### src/verilog/asc_pkg.sv
// constants, register map and types for the converter sequence control
// assumes one 250 MHz system clock and byte-wide registers on a 32-bit bus
package asc_pkg;
  // register indices; byte address is four times the index
  localparam logic [9:0] IDX_CTRL  = 10'h0b4;
  localparam logic [9:0] IDX_SEQ   = 10'h0b5;
  localparam logic [9:0] IDX_EXTRA = 10'h0b6;
  localparam logic [9:0] IDX_LOW   = 10'h0ba;
  localparam logic [9:0] IDX_HIGH  = 10'h0bb;
  localparam logic [9:0] IDX_MASK  = 10'h0f2;
  // reset values
  localparam logic [1:0] START_SOURCE_SEL_RST = 2'h3;
  localparam logic [1:0] RSV_RST   = 2'h3;
  localparam logic [1:0] DECIMATION_SELECT_RST  = 2'h1;
  // start source encodings
  localparam logic [1:0] SRC_PIN   = 2'h0;
  localparam logic [1:0] SRC_FULL  = 2'h1;
  localparam logic [1:0] SRC_TIMER = 2'h2;
  localparam logic [1:0] SRC_SW    = 2'h3;
  // channel code boundaries
  localparam logic [3:0] CH_DIFF0  = 4'h8;
  localparam logic [3:0] CH_FIXED0 = 4'hc;
  localparam int         N_SE      = 8;
  // timing in converter clock periods and divider
  localparam logic [2:0] CLK_DIV     = 3'h6;
  localparam logic [2:0] CLK_HALF    = 3'h3;
  localparam logic [9:0] SETTLE_TCKS = 10'h010;
  localparam logic [9:0] RATE_BASE   = 10'h040;
  // result scaling and limits
  localparam logic [2:0]  SHIFT_MAX = 3'h5;
  localparam logic signed [13:0] RES_MAX = 14'sh07ff;
  localparam logic signed [13:0] RES_MIN = -14'sh0800;
  localparam logic [3:0] RES_BITS [4] = '{4'h7, 4'h9, 4'ha, 4'hc};
  // dma trigger vector: bit k is trigger 20+k
  localparam int N_TRIG   = 9;
  localparam int TRG_FIX  = 8;
  localparam int TRG_SH27 = 7;
  localparam int TRG_SH28 = 8;
  typedef enum logic [1:0] {FS_IDLE, FS_SETTLE, FS_FILT} asc_fsm_e;
endpackage

### src/verilog/asc_seq_ctrl.sv
// sequence, start and result logic of the delta-sigma converter, with
// a classic wishbone slave for its byte-wide control registers.
// assumes the modulator bit and trigger pin are asynchronous, while the
// timer and audio trigger inputs come from logic on sys_clk.
//
// The Wishbone slave port was chosen for this implementation.
`timescale 1ns/1ns
module asc_seq_ctrl
  import asc_pkg::*;
(
  // clock and reset
  input  wire logic        sys_clk,
  input  wire logic        rst,
  // wishbone slave
  input  wire logic        wb_cyc,
  input  wire logic        wb_stb,
  input  wire logic        wb_we,
  input  wire logic [11:0] wb_adr,
  input  wire logic [3:0]  wb_sel,
  input  wire logic [31:0] wb_dat_w,
  output logic      [31:0] wb_dat_r,
  output logic             wb_ack,
  // trigger sources
  input  wire logic        external_trigger_pin,
  input  wire logic        timer1_ch0_cmp,
  input  wire logic        audio_trig27,
  input  wire logic        audio_trig28,
  // analogue side
  input  wire logic        mod_bit,
  output logic             mod_clk,
  output logic      [3:0]  ana_channel,
  output logic      [1:0]  ana_ref,
  output logic             ana_busy,
  // events
  output logic             conv_irq,
  output logic [N_TRIG-1:0] dma_trig,
  output logic             any_sample_dma_trigger
);

  // every register of the block lives in this one struct
  typedef struct packed {
    logic              ack;
    logic [7:0]        dat;
    logic              eoc;
    logic              st;
    logic [1:0]        start_source_sel;
    logic [1:0]        rsv;
    logic [1:0]        reference_select;
    logic [1:0]        decimation_select;
    logic [3:0]        sch_wr;
    logic [3:0]        sch_rd;
    logic [7:0]        ext_cfg;
    logic              ext_pend;
    logic [7:0]        mask;
    logic [11:0]       res;
    asc_fsm_e          fsm;
    logic [3:0]        ch;
    logic [1:0]        cur_ref;
    logic [1:0]        cur_div;
    logic              is_extra;
    logic [2:0]        div_cnt;
    logic              mclk;
    logic [9:0]        cnt;
    logic [9:0]        ones;
    logic [N_TRIG-1:0] trig;
    logic              any;
    logic              irq;
    logic              busy;
    logic              ext_s1;
    logic              ext_s2;
    logic              ext_d;
    logic              mod_s1;
    logic              mod_s2;
  } asc_state_s;

  asc_state_s s, n;

  // lowest enabled channel code in [lo, hi]; bit 4 flags success
  function automatic logic [4:0] pick(input logic [3:0] lo, input logic [3:0] hi,
                                      input logic [7:0] m);
    logic [4:0] r;
    logic       en;
    r = 5'h00;
    // scan downward so the lowest enabled code is the one kept
    for (int i = 15; i >= 0; i--)
    begin
      if (i < N_SE)
        en = m[i];
      else if (i < 12)
        en = m[2*(i-N_SE)] & m[2*(i-N_SE)+1];
      else
        en = 1'b1;
      if (en && 4'(i) >= lo && 4'(i) <= hi)
        r = {1'b1, 4'(i)};
    end
    return r;
  endfunction

  logic        rd_ev;
  logic        wr_ev;
  logic [9:0]  idx;
  logic        tick;
  logic [9:0]  rate;
  logic [9:0]  onesf;
  logic [3:0]  first;
  logic [4:0]  nxt_ch;
  logic        start;
  logic        single_end;
  logic signed [13:0] dv;
  logic [11:0] rmask;

  // decode helpers
  always_comb
  begin
    idx        = wb_adr[11:2];
    // side effects only on the edge where the master samples ack high
    rd_ev      = wb_cyc & wb_stb & ~wb_we & s.ack;
    wr_ev      = wb_cyc & wb_stb & wb_we & s.ack & wb_sel[0];
    tick       = (s.div_cnt == 3'h0);
    rate       = RATE_BASE << s.cur_div;
    onesf      = s.ones + {9'h000, s.mod_s2};
    single_end = (s.ch < CH_DIFF0) | (s.ch >= CH_FIXED0);
    // sequence walk origin per channel code range
    if (s.sch_wr < CH_DIFF0)
      first = 4'h0;
    else if (s.sch_wr < CH_FIXED0)
      first = CH_DIFF0;
    else
      first = s.sch_wr;
    // scale ones density to a signed 12-bit value
    // full scale lands on 2048, so the saturation is part of normal use
    dv = $signed({3'h0, onesf, 1'b0}) - $signed({4'h0, rate});
    dv = dv <<< (SHIFT_MAX - {1'b0, s.cur_div});
    if (dv > RES_MAX)
      dv = RES_MAX;
    else if (dv < RES_MIN)
      dv = RES_MIN;
    if (single_end && dv < 0)
      dv = 14'sh0000;
    rmask = 12'hfff << (4'hc - RES_BITS[s.cur_div]);
    // start decision for the selected source
    // pin and timer events while busy are dropped, not queued
    case (s.start_source_sel)
      SRC_PIN:   start = s.ext_s2 & ~s.ext_d;
      SRC_FULL:  start = 1'b1;
      SRC_TIMER: start = timer1_ch0_cmp;
      default:   start = s.st;
    endcase
  end

  // next state: bus, synchronisers, divider, conversion engine
  always_comb
  begin
    n        = s;
    nxt_ch   = 5'h00;
    // registered ack: one wait state, and it falls the cycle after it rose
    n.ack    = wb_cyc & wb_stb & ~s.ack;
    n.irq    = 1'b0;
    n.any    = 1'b0;
    // audio triggers share the top two lines of the trigger vector
    n.trig   = '0;
    n.trig[TRG_SH27] = audio_trig27;
    n.trig[TRG_SH28] = audio_trig28;
    // metastability: first stage feeds only the second
    n.ext_s1 = external_trigger_pin;
    n.ext_s2 = s.ext_s1;
    n.ext_d  = s.ext_s2;
    n.mod_s1 = mod_bit;
    n.mod_s2 = s.mod_s1;
    // divide by six, square output
    n.div_cnt = (s.div_cnt == CLK_DIV - 3'h1) ? 3'h0 : s.div_cnt + 3'h1;
    n.mclk    = (n.div_cnt < CLK_HALF);
    // read mux, captured as ack rises
    if (n.ack)
    begin
      case (idx)
        IDX_CTRL:  n.dat = {s.eoc, s.st, s.start_source_sel, 2'h0, s.rsv};
        IDX_SEQ:   n.dat = {s.reference_select, s.decimation_select, s.sch_rd};
        IDX_EXTRA: n.dat = s.ext_cfg;
        IDX_LOW:   n.dat = {s.res[3:0], 4'h0};
        IDX_HIGH:  n.dat = s.res[11:4];
        IDX_MASK:  n.dat = s.mask;
        default:   n.dat = 8'h00;
      endcase
    end
    // clear first so a completion in the same cycle wins
    if (rd_ev && idx == IDX_HIGH)
      n.eoc = 1'b0;
    case (s.fsm)
      FS_IDLE:
      begin
        if (s.ext_pend)
        begin
          // pending extra beats any sequence trigger
          // a second extra write before this point replaces the first request
          n.ext_pend = 1'b0;
          n.is_extra = 1'b1;
          n.ch       = s.ext_cfg[3:0];
          n.cur_ref  = s.ext_cfg[7:6];
          n.cur_div  = s.ext_cfg[5:4];
          n.cnt      = 10'h000;
          n.fsm      = FS_SETTLE;
        end
        else if (start)
        begin
          // reference and rate are latched per conversion, so a change
          // made while busy only reaches the following conversion
          nxt_ch     = pick(first, s.sch_wr, s.mask);
          if (nxt_ch[4])
          begin
            n.ch      = nxt_ch[3:0];
            n.cur_ref = s.reference_select;
            n.cur_div = s.decimation_select;
            n.cnt     = 10'h000;
            n.fsm     = FS_SETTLE;
          end
          else
          begin
            // nothing enabled: report as if the walk had run
            n.st     = 1'b0;
            n.eoc    = 1'b1;
            n.sch_rd = (s.sch_wr < CH_FIXED0) ? s.sch_wr + 4'h1 : s.sch_wr;
          end
        end
      end
      // settling counts whole converter periods from the first tick
      FS_SETTLE:
      begin
        if (tick)
        begin
          n.cnt = s.cnt + 10'h001;
          if (s.cnt == SETTLE_TCKS - 10'h001)
          begin
            n.cnt  = 10'h000;
            n.ones = 10'h000;
            n.fsm  = FS_FILT;
          end
        end
      end
      FS_FILT:
      begin
        if (tick)
        begin
          n.cnt  = s.cnt + 10'h001;
          n.ones = onesf;
          if (s.cnt == rate - 10'h001)
          begin
            n.res = 12'(dv) & rmask;
            n.eoc = 1'b1;
            n.fsm = FS_IDLE;
            // extra results raise only the interrupt, never a dma trigger
            if (s.is_extra)
            begin
              n.is_extra = 1'b0;
              n.irq      = 1'b1;
              n.sch_rd   = s.ch;
            end
            else
            begin
              n.any      = 1'b1;
              if (s.ch < CH_DIFF0)
                n.trig[s.ch[2:0]] = 1'b1;
              else
                n.trig[TRG_FIX] = 1'b1;
              n.sch_rd = (s.ch < CH_FIXED0) ? s.ch + 4'h1 : s.ch;
              if (s.ch != s.sch_wr)
                nxt_ch = pick(s.ch + 4'h1, s.sch_wr, s.mask);
              if (nxt_ch[4])
              begin
                n.ch      = nxt_ch[3:0];
                n.cur_ref = s.reference_select;
                n.cur_div = s.decimation_select;
                n.cnt     = 10'h000;
                n.fsm     = FS_SETTLE;
              end
              else
              begin
                // sequence over; a pending extra goes next from idle
                n.st     = 1'b0;
                n.sch_rd = (s.sch_wr < CH_FIXED0) ? s.sch_wr + 4'h1 : s.sch_wr;
              end
            end
          end
        end
      end
      default: n.fsm = FS_IDLE;
    endcase
    // writes take effect on the edge the master sees ack
    if (wr_ev)
    begin
      case (idx)
        IDX_CTRL:
        begin
          // write-one bit: a zero write must not undo the end-of-sequence clear
          n.st    = n.st | wb_dat_w[6];
          n.start_source_sel = wb_dat_w[5:4];
          n.rsv   = wb_dat_w[1:0];
        end
        IDX_SEQ:
        begin
          n.reference_select   = wb_dat_w[7:6];
          n.decimation_select   = wb_dat_w[5:4];
          n.sch_wr = wb_dat_w[3:0];
          n.sch_rd = wb_dat_w[3:0];
        end
        IDX_EXTRA:
        begin
          n.ext_cfg  = wb_dat_w[7:0];
          n.ext_pend = 1'b1;
        end
        IDX_MASK: n.mask = wb_dat_w[7:0];
        default: n.mask = n.mask; // low, high and unmapped are read only
      endcase
    end
    // busy follows the next state, so ana_busy drops with the last result
    n.busy = (n.fsm != FS_IDLE);
    if (rst)
    begin
      n       = '0;
      n.fsm   = FS_IDLE;
      // divider parked one before wrap so the first mod_clk high phase is full
      n.div_cnt = CLK_DIV - 3'h1;
      n.start_source_sel = START_SOURCE_SEL_RST;
      n.rsv   = RSV_RST;
      n.decimation_select  = DECIMATION_SELECT_RST;
    end
  end

  // single state register, reset folded into the next value
  always_ff @(posedge sys_clk)
  begin
    s <= n;
  end

  // outputs straight from state flops
  assign wb_dat_r               = {24'h000000, s.dat};
  assign wb_ack                 = s.ack;
  assign mod_clk                = s.mclk;
  assign ana_channel            = s.ch;
  assign ana_ref                = s.cur_ref;
  assign ana_busy               = s.busy;
  assign conv_irq               = s.irq;
  assign dma_trig               = s.trig;
  assign any_sample_dma_trigger = s.any;

endmodule

### config.mk
export PLATFORM = sky130hd
export DESIGN_NAME = asc_seq_ctrl
export DESIGN_NICKNAME = d
export VERILOG_FILES = /design/src/verilog/asc_pkg.sv /design/src/verilog/asc_seq_ctrl.sv
export SDC_FILE = /design/constraint.sdc
export NUM_CORES = 1
export LEC_CHECK = 0
export BUFFER_PORTS_ARGS = -buffer_cell sky130_fd_sc_hd__buf_2
export CAP_MARGIN = 20
export CORE_ASPECT_RATIO = 1.4
export CORE_MARGIN = 2
export CORE_UTILIZATION = 30
export DETAILED_ROUTE_END_ITERATION = 8
export PLACE_DENSITY_LB_ADDON = 0.05
export SYNTH_ARGS = -nofsm -noshare
export SYNTH_HDL_FRONTEND = slang
export SYNTH_SLANG_ARGS = --single-unit
### constraint.sdc
create_clock -name sys_clk -period 3.75 [get_ports sys_clk]
set_clock_uncertainty 0.15 [all_clocks]
set_input_delay 0.9375 -clock sys_clk [delete_from_list [all_inputs] [get_ports sys_clk]]
set_output_delay 0.9375 -clock sys_clk [all_outputs]
set_load 0.05 [all_outputs]
==> results.md <==
- The run finished with clean final reports.
- The number of storage elements in the synthesis netlist is 108.
- Synthesis handed over a netlist of 907 instances.
- Summing internal, switching and leakage power gives 2391 uW.
- Before antenna repair, the detailed router went through 5 iterations.
- Entering global routing, the biggest net connects 56 pins.
- For the worst-skew pair, the clock arrives at the later sink with an insertion delay of 0.37 ns.
- Timing analysis after detailed placement gives a worst setup slack of 0.08623 ns.
- The Yosys warning count is 0.
- The smallest clock period supported by the final layout is computed as 3.520 ns.
- The final hold violation count is 0.
- The via count is 6653.
- The wire length per cell is 18.30 um.
- STA classifies the critical path endpoint as a flop.
- The complex-gate fraction of the synthesized area was 0.2551.
- The setup path with the least slack is of type flop to flop.
- The most used flip-flop cell after synthesis is dfxtp_1.
- In this run, placement finished with an instance count of 1261.
- The per-instance average area after synthesis is 7.783 sq um.
- Once routing completed, OpenROAD measured the worst setup slack at 0.2299 ns.
- Along the worst path, the maximum fanout reaches 6.
- The longest clock path from root to sink contains 2 buffers.
- Summing all multi-input logic gate instances after layout gives 4405 sq um.
- The met1 global-route usage is 0.2183.
- The routed wire length is 23400 um.
- Clock tree synthesis selected as its root buffer the cell clkbuf_16.
- The number of clock buffers inserted by TritonCTS is 9.
- The net count of the finished layout is 1044.
- The repair_antennas step left the layout with diodes totalling 0.
- Summing all placed instances gives a cell area of 7742 sq um.
- The layout overhead on the synthesized area is 15.19%.
- The dominant combinational cell family by area after synthesis is compound AO/OA/AOI/OAI gates.
- The nature of the critical path startpoint is a flop.
- The number of nets with antenna violations after routing is 0.
- The cell repeated most along the worst path is ha_2.
- Of the total synthesized cell area, the portion taken by AND, OR, NAND and NOR gates is 0.2435.
- The first routing iteration left 325 violations.
- The leakage power is 0.003213 uW.
- Setup violations remaining at the end of the flow were counted as 0.
- The wire length of the first global-routing pass is 36930 um.
- After synthesis, the share of flip-flops with an asynchronous set or reset is 0.
- In this design, the stage delay of the slowest critical-path cell is 0.41 ns.
- Detailed placement finished with a half-perimeter wire length of 18100 um.
- Of the total synthesized cell area, the portion taken by full adders, half adders and majority gates is 0.03190.
- After synthesis, the share of cell area in mux cells is 0.04307.
- The worst pin sits at a relative slew slack of 0.5450.
- The sequential-to-total area share from yosys stat is 0.3063.
- The via count of the first global-routing pass was 6621.
- At the end of routability-driven placement, the weighted congestion stood at 0.7853.
- In this run the tool buffered the top-level ports with 56 buffer cells.
- The core area is 23200 sq um.
- After clock tree synthesis, the clock-pin slew on the worst setup and hold paths is 0.07 ns.
- The parity-gate share of the synthesized area counting xor and xnor cells is 0.02854.
- For met2 alone, demand over resource in global routing was 0.3602.
- Summing every instance area after synthesis gives 7059 sq um.
- The count of unique library cells instantiated by Yosys is 79.
- The global routing stage identified its most utilized layer as met2.
- The critical path contains buffers and inverters numbering 2 combined.
- For the pin with the worst max-slew slack, the measured transition is 0.6767 ns.
- The detail-routed via count per cell is 5.202.
- After the flow finishes, the layout carries non-filler instances totaling 1279.
- Counting every sink on the clock net gives 108.
- At the worst endpoint, the required time is 3.84 ns.
- The family with the most delay on the worst path is compound AO/OA/AOI/OAI gates.
- The final count of pins violating max slew was 0.
- The total I/O pin count is 110.
- In the routed design, unresolved DRC markers number 0.
- The initial antenna violation count came to 0.
- Of the cells placed in the final design, the portion with a size suffix greater than 1 is 0.1881.
- The fraction of the core area covered by cells at the end of the flow is 0.3504.
- In this run the number of H-tree levels came out at 3.
- Derived from the worst setup path, the maximum achievable clock frequency is 284.1 MHz.
- Summed over all layers, the global routing overflow is 0.
- The critical-path cell with the highest stage delay is or3_1.
- The number of enable flip-flop cells after synthesis is 0.
- The area of the die is 24790 sq um.
- The ratio of total power to cell area is 294.0 nW/um^2.
- IR analysis of the VDD net gives a maximum drop of 0.2373 mV.
- Across the whole layout, storage elements account for 2162 sq um.
- In this run the register-to-register setup slack is 0.23 ns.
- TritonCTS built the clock tree.
- The routing usage on met3 is 0.02614.
- After filler insertion, the fill cell instance count of the layout stands at 2565.
- After routing the design area is 8132 sq um.
- Max-cap violations in this run came to 0.
- From left edge to right edge, the die measures 133.6 um.
- The critical path goes through ha_2, nand3_1, inv_1, nand3_2, xnor2_2, ha_2, o21a_1, a211oi_1, o32ai_2, nor2_1, o21ai_1, or3_1, buf_4, a21oi_1, o21ai_0.
- The data arrival at the endpoint of the critical path is 3.61 ns.
- The global-route usage over all layers is 0.1923.
- The period utilization is 0.9387.
- The floorplan step set the die height to 185.5 um.
- The initial core utilization is 0.3042.
- The worst hold-check path type is flop to flop.
- The floorplan has 66 rows.
[worst reg2reg max path, delay by kind of cell (launching register included)]
family                     cells  cell delay, ns
AOI/OAI and AO/OA              6            1.03
xor gates and xnor gates       1            0.17
adders and majority gates      2            0.55
buffers and inverters          2            0.26
DFF                            1            0.34
and+or+nand+nor                4            0.89
[state kept, by name, indices dropped and copies added, names as in the netlist]
register and flops:
ana_busy 1, conv_irq 1, any_sample_dma_trigger 1, mod_clk 1, ana_channel 4, s 80
ana_ref 2, wb_ack 1, wb_dat_r 8, dma_trig 9
[placed cells by master, fill, tap and decap left out, drive strengths merged, types with 5 or more instances in the layout]
cell,n
a211oi,21
nand2b,13
and3,12
ha,18
xor2,7
a21oi,72
o31ai,8
a21o,9
buf,122
mux2,11
or2,9
o21a,8
conb,24
nand4,5
inv,26
dfxtp,108
o21ai,36
nor2,95
or3,6
a211o,6
nor3,22
xnor2,16
clkbuf,11
o22ai,6
a221oi,5
a31oi,8
nand3,32
nor2b,16
mux2i,18
nand3b,10
a22oi,21
nand2,97
a32oi,5
a222oi,7
o211ai,7
nor4,11
[cell usage after synthesis, drive strengths merged (21+ instances only)]
master | number | area share
nand2 | 97 | 0.052
a21oi | 72 | 0.052
nor3 | 22 | 0.016
dfxtp | 108 | 0.31
o21ai | 36 | 0.027
nand3 | 32 | 0.023
a22oi | 21 | 0.022
inv | 24 | 0.013
clkbuf | 32 | 0.017
nor2 | 95 | 0.051
a211oi | 21 | 0.022
buf | 63 | 0.061
[worst paths after layout]
kind                            start    end  depth (start not counted)
worst max-delay path            s[17]  s[57]                         15
worst min-delay path             s[4]   s[3]                          1
worst max register to register  s[17]  s[57]                         15
worst min register to register   s[4]   s[3]                          1
[power breakdown]
part / leakage, uW / switching [uW] / total [uW] / internal [uW]
clock network: 0.000155 / 472 / 1060 / 591
registers: 0.000873 / 8.74 / 1170 / 1160
logic: 0.00219 / 127 / 162 / 35.4
[cell type report]
type	count	area share
Multi-Input combinational cell	703	0.5418
Sequential cell	108	0.2659
Timing Repair Buffer	122	0.09540
Tap cell	306	0.04708
Clock buffer	11	0.02862
Inverter	24	0.01108
Clock inverter	5	0.01016
[per-stage QoR]
step / TNS, ns / hold WS, ns
after floorplan: 0 / 0.2638
after global placement: 0 / 0.2712
after detailed placement: 0 / 0.2758
after CTS: 0 / 0.2946
after global routing: -0.06454 / 0.3079
final: 0 / 0.2922
[metal layers]
metal / wire length (um) / vias to the layer above
li1: - / 3365
met1: 9646 / 3148
met2: 12530 / 101
met3: 550 / 39
met4: 671 / 0
met5: 0 / -
[cell families (layout without fill, tap and decap cells)]
logic type | count (synthesis) | after routing
buffers and inverters | 119 | 162
adder cells (fa/ha/maj) | 18 | 18
AO/OA/AOI/OAI | 259 | 259
AND/OR/NAND/NOR | 350 | 350
flip-flops | 108 | 108
XOR/XNOR | 23 | 23
multiplexers | 29 | 29
other | 1 | 24
[timing repair]
item,CTS,global route
resized for setup,0,13
hold buffers,0,0
setup endpoints to repair,0,10
setup buffers,0,2
Note: power is estimated with default switching activity, not from simulation.
